--- config.mk ---
export PLATFORM = sky130hd
export DESIGN_NAME = unm_unit_map
export DESIGN_NICKNAME = d
export VERILOG_FILES = /design/src/hw/unm_pkg.sv /design/src/hw/unm_restart_if.sv /design/src/hw/unm_restart_det.sv /design/src/hw/unm_unit_map.sv
export VERILOG_INCLUDE_DIRS = /design/src /design/src/hw
export SDC_FILE = /design/constraint.sdc
export NUM_CORES = 1
export LEC_CHECK = 0
export ABC_CLOCK_PERIOD_IN_PS = 8100
export CAP_MARGIN = 20
export CORE_ASPECT_RATIO = 2
export CORE_MARGIN = 4
export CORE_UTILIZATION = 55
export CTS_CLUSTER_SIZE = 14
export DETAILED_ROUTE_END_ITERATION = 8
export DONT_BUFFER_PORTS = 1
export GPL_TIMING_DRIVEN = 1
export PLACE_DENSITY = 0.79
export RECOVER_POWER = 50
export SLEW_MARGIN = 20
export SYNTH_ARGS = -nofsm -noshare
export SYNTH_HDL_FRONTEND = slang
export SYNTH_SLANG_ARGS = --single-unit
export TNS_END_PERCENT = 1
--- constraint.sdc ---
create_clock -name clk -period 8.1 [get_ports clk]
set_input_delay 1.215 -clock clk [delete_from_list [all_inputs] [get_ports clk]]
set_output_delay 1.215 -clock clk [all_outputs]
set_load 0.1 [all_outputs]
--- src/hw/unm_cfg.svh ---
// Purpose: Constants for the unit number mapping and restart block
// Assumes: Word addresses are plain binary word numbers on the backplane
// Notes: Setup word offsets are relative to the first setup word
`ifndef UNM_CFG_SVH
`define UNM_CFG_SVH
`define UNM_CYC_BASE 16'd2000
`define UNM_CYC_WORDS 16'd10
`define UNM_SET_BASE 16'd20000
`define UNM_SET_WORDS 16'd100
`define UNM_UNIT_MAX 7'd95
`define UNM_OFS_USE 7'd0
`define UNM_OFS_RANGE 7'd1
`define UNM_OFS_HOLD 7'd2
`define UNM_USE_RST 16'h0000
`define UNM_RANGE_RST 16'h0000
`endif

--- src/hw/unm_pkg.sv ---
// Purpose: Types for the unit number mapping and restart block
// Assumes: Nothing beyond the config header
// Notes: States are one-hot
package unm_pkg;
  typedef enum logic [2:0] {
    UNM_IDLE = 3'b001,
    UNM_LOAD = 3'b010,
    UNM_RUN = 3'b100
  } unm_state_type;
endpackage

--- src/hw/unm_restart_if.sv ---
// Purpose: Carries the restart pulse between decoder and top
// Assumes: One clock domain
// Notes: Pulse lasts one cycle
`timescale 1ns/100ps
`default_nettype none
interface unm_restart_if;
  logic restartPulse; // One-cycle restart request
  logic bitLevel; // Synchronised restart bit
  modport src(output restartPulse, output bitLevel);
  modport dst(input restartPulse, input bitLevel);
endinterface
`default_nettype wire

--- src/hw/unm_restart_det.sv ---
// Purpose: Picks this unit's restart bit and detects on-then-off
// Assumes: Restart words arrive from another clock domain
// Notes: Six words of sixteen bits, unit n at word n/16 bit n%16
`include "unm_cfg.svh"
`timescale 1ns/100ps
`default_nettype none
module unm_restart_det
  import unm_pkg::*;
(
  input wire logic clk,
  input wire logic srst,
  input wire logic [95:0] restartBits,
  input wire logic [6:0] unitNum,
  unm_restart_if.src rst
);
  // ----------------------------------------
  // Bit selection and synchroniser
  // ----------------------------------------
  logic [95:0] sync1_q; // First stage, read only by second
  logic [95:0] sync2_q; // Second stage
  logic prev_q; // Last level, for edge detect
  logic armed_q; // Bit has been seen on
  logic pulse_q; // Registered restart pulse
  logic selBit; // This unit's bit, packed 16 per word
  // Two flops on every bit, so no mux sits ahead of the synchroniser
  always_ff @(posedge clk) begin
    if (srst) begin
      sync1_q <= '0;
      sync2_q <= '0;
    end else begin
      sync1_q <= restartBits;
      sync2_q <= sync1_q;
    end
  end
  // A unit beyond the top of the range has no bit and never restarts
  assign selBit = (unitNum <= `UNM_UNIT_MAX) ? sync2_q[unitNum] : 1'b0;
  // Level history for the on-then-off detect
  always_ff @(posedge clk) begin
    if (srst) begin
      prev_q <= 1'b0;
    end else begin
      prev_q <= selBit;
    end
  end
  // On then off: restart fires on the falling edge after an on
  always_ff @(posedge clk) begin
    if (srst) begin
      armed_q <= 1'b0;
      pulse_q <= 1'b0;
    end else begin
      pulse_q <= armed_q && prev_q && !selBit;
      if (selBit) begin
        armed_q <= 1'b1;
      end else if (prev_q) begin
        armed_q <= 1'b0;
      end
    end
  end
  assign rst.restartPulse = pulse_q;
  assign rst.bitLevel = selBit;
endmodule
`default_nettype wire

--- src/hw/unm_unit_map.sv ---
// Purpose: Backplane window decode, setup load and channel control
// Assumes: Host word bus is synchronous to clk; switch is static
// Notes: Outputs are all registered
// How it works
// Cyclic window at 2000 plus ten times unit
// Setup window at 20000 plus hundred times unit
// Switch unit number 0..95 sets both windows
// Host flags duplicate unit numbers and stops
// Restart on restart bit on then off
// Restart bits sixteen per word, unit order
// Setup loads only at power-on or restart
// Setpoints exchange through cyclic window each refresh
// Host restarts after changing setup or errors
// Channel enabled only when use bit set
// Each channel takes its own range setting
// Ignore accesses outside both windows
`include "unm_cfg.svh"
`timescale 1ns/100ps
`default_nettype none
module unm_unit_map
  import unm_pkg::*;
#(
  parameter int CHANNELS = 8,
  parameter int RANGE_W = 2
) (
  input wire logic clk,
  input wire logic srst,
  input wire logic [6:0] unitSwitch,
  input wire logic [95:0] restartBits,
  input wire logic busCycSel,
  input wire logic busWr,
  input wire logic busRd,
  input wire logic [15:0] busAddr,
  input wire logic [15:0] busWdata,
  output logic [15:0] busRdata,
  output logic busAck,
  output logic [15:0] setupReqAddr,
  output logic setupReqValid,
  output logic loadBusy,
  output logic unitBad,
  output logic [CHANNELS-1:0] chanEnable,
  output logic [CHANNELS*RANGE_W-1:0] chanRange,
  output logic [CHANNELS*16-1:0] chanSetpoint,
  output logic [CHANNELS*16-1:0] chanHold
);
  // ----------------------------------------
  // Unit number capture
  // ----------------------------------------
  logic [6:0] unit_q; // Unit number taken after reset
  logic capDone_q; // Switch read once per power-on
  logic unitBad_q; // Switch beyond 95
  logic [6:0] swMeta_q; // Switch first stage, read only by second
  logic [6:0] swSync_q; // Switch second stage
  // Panel pin passes two flops; left unreset so it has settled by release
  always_ff @(posedge clk) begin
    swMeta_q <= unitSwitch;
    swSync_q <= swMeta_q;
  end
  // Switch is read once after reset release, then held
  always_ff @(posedge clk) begin
    if (srst) begin
      unit_q <= 7'h00;
      capDone_q <= 1'b0;
      unitBad_q <= 1'b0;
    end else if (!capDone_q) begin
      unit_q <= swSync_q;
      unitBad_q <= (swSync_q > `UNM_UNIT_MAX);
      capDone_q <= 1'b1;
    end
  end
  // ----------------------------------------
  // Window decode
  // ----------------------------------------
  // Window bases are derived from the unit number alone
  function automatic logic [15:0] win_base(input logic [15:0] base, input logic [15:0] step,
                                           input logic [6:0] n);
    logic [31:0] prod;
    prod = 32'(step) * 32'(n);
    win_base = 16'(32'(base) + prod);
  endfunction
  logic [15:0] cycBase; // First cyclic word
  logic [15:0] setBase; // First setup word
  logic [15:0] cycOfs; // Offset into cyclic window
  logic [15:0] setOfs; // Offset into setup window
  logic cycHit; // Access lands in cyclic window
  logic setHit; // Access lands in setup window
  assign cycBase = win_base(`UNM_CYC_BASE, `UNM_CYC_WORDS, unit_q);
  assign setBase = win_base(`UNM_SET_BASE, `UNM_SET_WORDS, unit_q);
  assign cycOfs = busAddr - cycBase;
  assign setOfs = busAddr - setBase;
  assign cycHit = busCycSel && (busAddr >= cycBase) && (cycOfs < `UNM_CYC_WORDS);
  assign setHit = !busCycSel && (busAddr >= setBase) && (setOfs < `UNM_SET_WORDS);
  // ----------------------------------------
  // Restart detection
  // ----------------------------------------
  unm_restart_if rif();
  unm_restart_det u_det (
    .clk(clk),
    .srst(srst),
    .restartBits(restartBits),
    .unitNum(unit_q),
    .rst(rif.src)
  );
  // ----------------------------------------
  // Setup load sequencer
  // ----------------------------------------
  unm_state_type state_q; // Loader state
  logic [6:0] wordIdx_q; // Setup word being fetched
  logic [CHANNELS-1:0] useShadow_q; // Use bits as loaded
  logic [CHANNELS*RANGE_W-1:0] rangeShadow_q; // Ranges as loaded
  logic [CHANNELS*16-1:0] hold_q; // Hold values as loaded
  logic lastWord; // Final word of fixed data
  logic setWrite; // Host returns a setup word
  assign lastWord = (wordIdx_q == 7'(int'(`UNM_OFS_HOLD) + CHANNELS - 1));
  assign setWrite = setHit && busWr && (state_q == UNM_LOAD) && (setOfs[6:0] == wordIdx_q);
  // Load runs after reset with a valid unit and on a restart while running, never otherwise
  always_ff @(posedge clk) begin
    if (srst) begin
      state_q <= UNM_IDLE;
      wordIdx_q <= 7'h00;
    end else begin
      unique case (state_q)
        UNM_IDLE: begin // Power-on load once unit is known
          if (capDone_q && !unitBad_q) begin
            state_q <= UNM_LOAD;
            wordIdx_q <= `UNM_OFS_USE;
          end
        end
        UNM_LOAD: begin // Fetch words in order
          if (setWrite) begin
            if (lastWord) begin
              state_q <= UNM_RUN;
            end else begin
              wordIdx_q <= wordIdx_q + 7'h01;
            end
          end
        end
        UNM_RUN: begin // Only restart reloads
          if (rif.restartPulse) begin
            state_q <= UNM_LOAD;
            wordIdx_q <= `UNM_OFS_USE;
          end
        end
      endcase
    end
  end
  // Capture setup words as the host supplies them
  always_ff @(posedge clk) begin
    if (srst) begin
      useShadow_q <= '0;
      rangeShadow_q <= '0;
      hold_q <= '0;
    end else if (setWrite) begin
      if (wordIdx_q == `UNM_OFS_USE) begin
        useShadow_q <= busWdata[CHANNELS-1:0];
      end else if (wordIdx_q == `UNM_OFS_RANGE) begin
        rangeShadow_q <= busWdata[CHANNELS*RANGE_W-1:0];
      end else begin
        hold_q[(int'(wordIdx_q) - int'(`UNM_OFS_HOLD))*16 +: 16] <= busWdata;
      end
    end
  end
  // ----------------------------------------
  // Channel control
  // ----------------------------------------
  logic [CHANNELS-1:0] en_q; // Channel enables
  logic [CHANNELS*RANGE_W-1:0] range_q; // Channel ranges
  logic [CHANNELS*16-1:0] setpt_q; // Setpoints from cyclic window
  // Enables take effect only when running and are off while loading; ranges follow the loaded shadow at once
  genvar g;
  generate
    for (g = 0; g < CHANNELS; g++) begin : g_ch
      always_ff @(posedge clk) begin
        if (srst) begin
          en_q[g] <= 1'b0;
          range_q[g*RANGE_W +: RANGE_W] <= '0;
          setpt_q[g*16 +: 16] <= 16'h0000;
        end else begin
          en_q[g] <= (state_q == UNM_RUN) && useShadow_q[g];
          range_q[g*RANGE_W +: RANGE_W] <= rangeShadow_q[g*RANGE_W +: RANGE_W];
          if (cycHit && busWr && (cycOfs == 16'(g))) begin
            setpt_q[g*16 +: 16] <= busWdata;
          end
        end
      end
    end
  endgenerate
  // ----------------------------------------
  // Bus answer
  // ----------------------------------------
  logic [15:0] rdata_q; // Read data
  logic ack_q; // Access taken
  logic [15:0] reqAddr_q; // Setup word requested from host
  logic reqValid_q; // Request pending
  // Out-of-window accesses get no ack and no data
  always_ff @(posedge clk) begin
    if (srst) begin
      rdata_q <= 16'h0000;
      ack_q <= 1'b0;
      reqAddr_q <= 16'h0000;
      reqValid_q <= 1'b0;
    end else begin
      ack_q <= (cycHit || setHit) && (busWr || busRd);
      if (cycHit && busRd) begin
        rdata_q <= (cycOfs < 16'(CHANNELS)) ? setpt_q[cycOfs[3:0]*16 +: 16] : 16'h0000;
      end else begin
        rdata_q <= 16'h0000;
      end
      reqValid_q <= (state_q == UNM_LOAD) && !setWrite;
      reqAddr_q <= setBase + 16'(wordIdx_q);
    end
  end
  assign busRdata = rdata_q;
  assign busAck = ack_q;
  assign setupReqAddr = reqAddr_q;
  assign setupReqValid = reqValid_q;
  assign loadBusy = state_q[1];
  assign unitBad = unitBad_q;
  assign chanEnable = en_q;
  assign chanRange = range_q;
  assign chanSetpoint = setpt_q;
  assign chanHold = hold_q;
endmodule
`default_nettype wire

==> metrics.txt <==
delay-heaviest family, CP=buffers and inverters; remaining antenna violation count=0; Final Skew=0.0253 ns; Slew Viols, Final=between 150 and 200; Worst R2R Start=unit_q[2]$_SDFFE_PP0N_; Syn Std Cell Area=23800 µm²; ANT cells=0; Avg Synthesized Cell Area=10.3 µm²; Setup crit end kind=flip-flop; Critical Path AT=7.93 ns; number of flops mapped to enable cells by yosys=0; DR DRC count=0; Post-CTS Repair Setup Buffers=0; worst hold path type=flip-flop to flip-flop; top_reg_cell synth=dfxtp_1; Post-Route WL=66.8 mm; status=complete, but fails checks; Initial Util=0.557; r2r worst-path depth=21; ys async rst share=0; vias in the first global route=approximately 18000; GRT overflow=0; Levels on crit path=4; Skew-Pair Late Insertion Delay=~0.58 ns; P_leak=10.5 nW; f_max=approximately 130 MHz; largest net degree at the start of global routing=~280; Die H=302 µm; Worst Setup Path Type=primary input to flip-flop; First-pass DRT Iterations=5; power density cells=roughly 230 nW/µm²; syn_nets=roughly 2500; Num Clock Sinks=566; proportion of layout cells with a drive suffix above 1=0.119; Total GRT Usage=0.271; flops & latches, synth=566; DRT iter0 DRCs=1090; CTS tree=done; initial antenna violation count=0; CP bufs+invs=1; sequential share of the synthesized area=0.477; CTS H-tree lvls=2; worst-path cell chain=clkinvlp_2 > nand3_1 > nor4_1 > a31o_2; Slew HR=-2.15; maximum clock path buffer count=3; Std-Cell Rows=107; Max-Cap Viols=3; global-route wire length before repair=100 mm; DR WL/cell=24.1 µm; Syn Inst Count=2300; R2R setup slack=0.68 ns; vias=17300; hold_ws=0.326 ns; VDD IR max=between 200 and 250 µV; Netlist cell types=78; Final nets=2440; CP Max Fanout=277; Via density=about 6.2; Setup WS pre-CTS=0.755 ns; Setup TNS=0 ns; # fillers=approximately 3500; die width=~160 µm; violated checks=max-capacitance violations, max-slew violations; Final Hold Viols=0; Setup crit start kind=primary input; Root Buffer=clkbuf_16; # hold bufs at CTS=0; final setup fails=0; fin crit period=7.46 ns; Warnings, synthesis=0; crit path from=srst; Slowest-stage cell, CP=clkinvlp_2; Worst setup endpoint=chanHold[96]$_SDFFE_PP0P_; # IOs=456; core area=between 40000 and 50000 µm²; RSZ-0062 raised after global routing=no; worst slew pin tran=around 4.7 ns; Final Cycle Share=0.921; Worst-path clk slew=0.06 ns; port bufs=0; worst path required time=roughly 8.6 ns; critical path's largest stage delay=about 3.5 ns; reg2reg end=chanHold[18]$_SDFFE_PP0P_; hpwl dp=48.9 mm; Inserted Clock Buffers=49; final estimated routing congestion in global placement=a little over 0.9; Area Growth Syn to Fin=6.66%; final worst slack=0.636 ns; Post-CTS Resized=0; die area=between 40000 and 50000 µm²
==> routing by layer <==
| layer | track usage | wire (µm) | share of wire |
|---|---|---|---|
| met4 | 0.161 | 4480 | 0.067 |
| met5 | 0 | 0 | 0 |
| met2 | 0.505 | 35400 | 0.53 |
| met3 | 0.0687 | 5070 | 0.076 |
| met1 | 0.265 | 21900 | 0.33 |
==> synth_stat cells (9+ instances only) <==
cell type  instances  area share
nor4_1           121       0.032
mux4_2            63       0.060
buf_2             22      0.0046
mux2i_1          166       0.070
ha_1              83       0.044
xor2_1            17      0.0063
xnor2_1           30       0.011
nand2b_1          14      0.0037
clkbuf_1         126       0.020
or3_1             15      0.0039
a21oi_1           57       0.012
and2_1            12      0.0032
nand3b_1           9      0.0028
nor2_1            77       0.012
o21ai_0           28      0.0059
nor2b_1          241       0.063
a211oi_1          10      0.0032
nand3_1           43      0.0091
a31o_1            20      0.0074
nand2_1          221       0.035
a31o_2            92       0.034
buf_1             11      0.0017
mux2_2            15      0.0071
dfxtp_1          566        0.48
nor3_1            40      0.0084
nor3b_1           10      0.0032
nand4_1           14      0.0037
a21o_1            14      0.0044
inv_1             47      0.0074
==> power by group <==
| group | switching, mW | leakage, nW | internal [mW] |
|---|---|---|---|
| clock | 0.996 | 0.671 | 1.13 |
| combinational | 0.417 | 5.19 | 0.267 |
| sequential | 0.0899 | 4.61 | 2.84 |
==> worst min path at each step <==
stage	start	to	slack (ns)	depth (start not counted)
finish	swMeta_q[2]$_DFF_P_	swSync_q[2]$_DFF_P_	0.33	0
global route	swMeta_q[5]$_DFF_P_	swSync_q[5]$_DFF_P_	0.34	0
CTS	swMeta_q[2]$_DFF_P_	swSync_q[2]$_DFF_P_	0.33	0
detailed placement	swMeta_q[2]$_DFF_P_	swSync_q[2]$_DFF_P_	0.31	0
global placement	swMeta_q[5]$_DFF_P_	swSync_q[5]$_DFF_P_	0.31	0
floorplan	swMeta_q[0]$_DFF_P_	swSync_q[0]$_DFF_P_	0.31	0
==> layout make-up <==
cell class | count | area (µm²) | area share
clock inverter | 8 | 68.8 | 0.00271
timing repair buffer | 24 | 165 | 0.00651
tap | 545 | 682 | 0.0269
clock buffer | 61 | 1300 | 0.0513
inverter | 50 | 189 | 0.00745
sequential | 566 | 11300 | 0.447
multi-input combinational | 1520 | 11600 | 0.458
==> through the flow <==
stage	utilization	total power [mW]	std cells	cell area, µm²
after floorplan	-	3.52	2300	23800
final	0.594	5.74	2774	25400
after global routing	0.594	5.94	2774	25400
after detailed placement	0.562	3.67	2705	24000
after CTS	0.594	5.78	2774	25400
after global placement	0.562	3.66	2705	24000
==> kinds of logic (layout without fill, tap and decap cells) <==
logic type	after synthesis	in the layout	share of synthesized area
compound gates	289	289	0.0902
xor+xnor	49	49	0.0192
fa+ha+maj	89	89	0.0487
buf+inv	214	143	0.0359
flops	566	566	0.477
mux	245	245	0.137
simple gates	848	848	0.192
==> sequential cells by signal (all words and copies together) (netlist names), 3 cells and up <==
signal	flops
chanHold	128
chanSetpoint	128
u_det.sync1_q	96
u_det.sync2_q	96
busRdata	16
chanRange	16
rangeShadow_q	16
setupReqAddr	16
chanEnable	8
useShadow_q	8
swMeta_q	7
swSync_q	7
unit_q	7
wordIdx_q	7
state_q	3
==> placed cells by master, fill, tap and decap left out, types with 7 or more instances in the layout <==
| master | instances |
|---|---|
| ha_1 | 82 |
| nand2_1 | 220 |
| or3_1 | 15 |
| clkbuf_1 | 13 |
| clkbuf_16 | 49 |
| inv_1 | 47 |
| mux2_2 | 15 |
| nor2_1 | 77 |
| buf_4 | 20 |
| a21o_1 | 14 |
| and2_1 | 8 |
| nor4_1 | 121 |
| a21oi_1 | 57 |
| nand4_1 | 14 |
| nor3_1 | 40 |
| mux4_2 | 63 |
| mux2i_1 | 166 |
| nor3b_1 | 10 |
| xnor2_1 | 30 |
| nor2b_1 | 241 |
| a211oi_1 | 10 |
| a31o_1 | 20 |
| xor2_1 | 17 |
| a31o_2 | 92 |
| o21a_1 | 7 |
| nand3b_1 | 9 |
| o21ai_0 | 28 |
| nand3_1 | 43 |
| dfxtp_1 | 566 |
| nand2b_1 | 14 |
(Power assumes the default switching activity.)
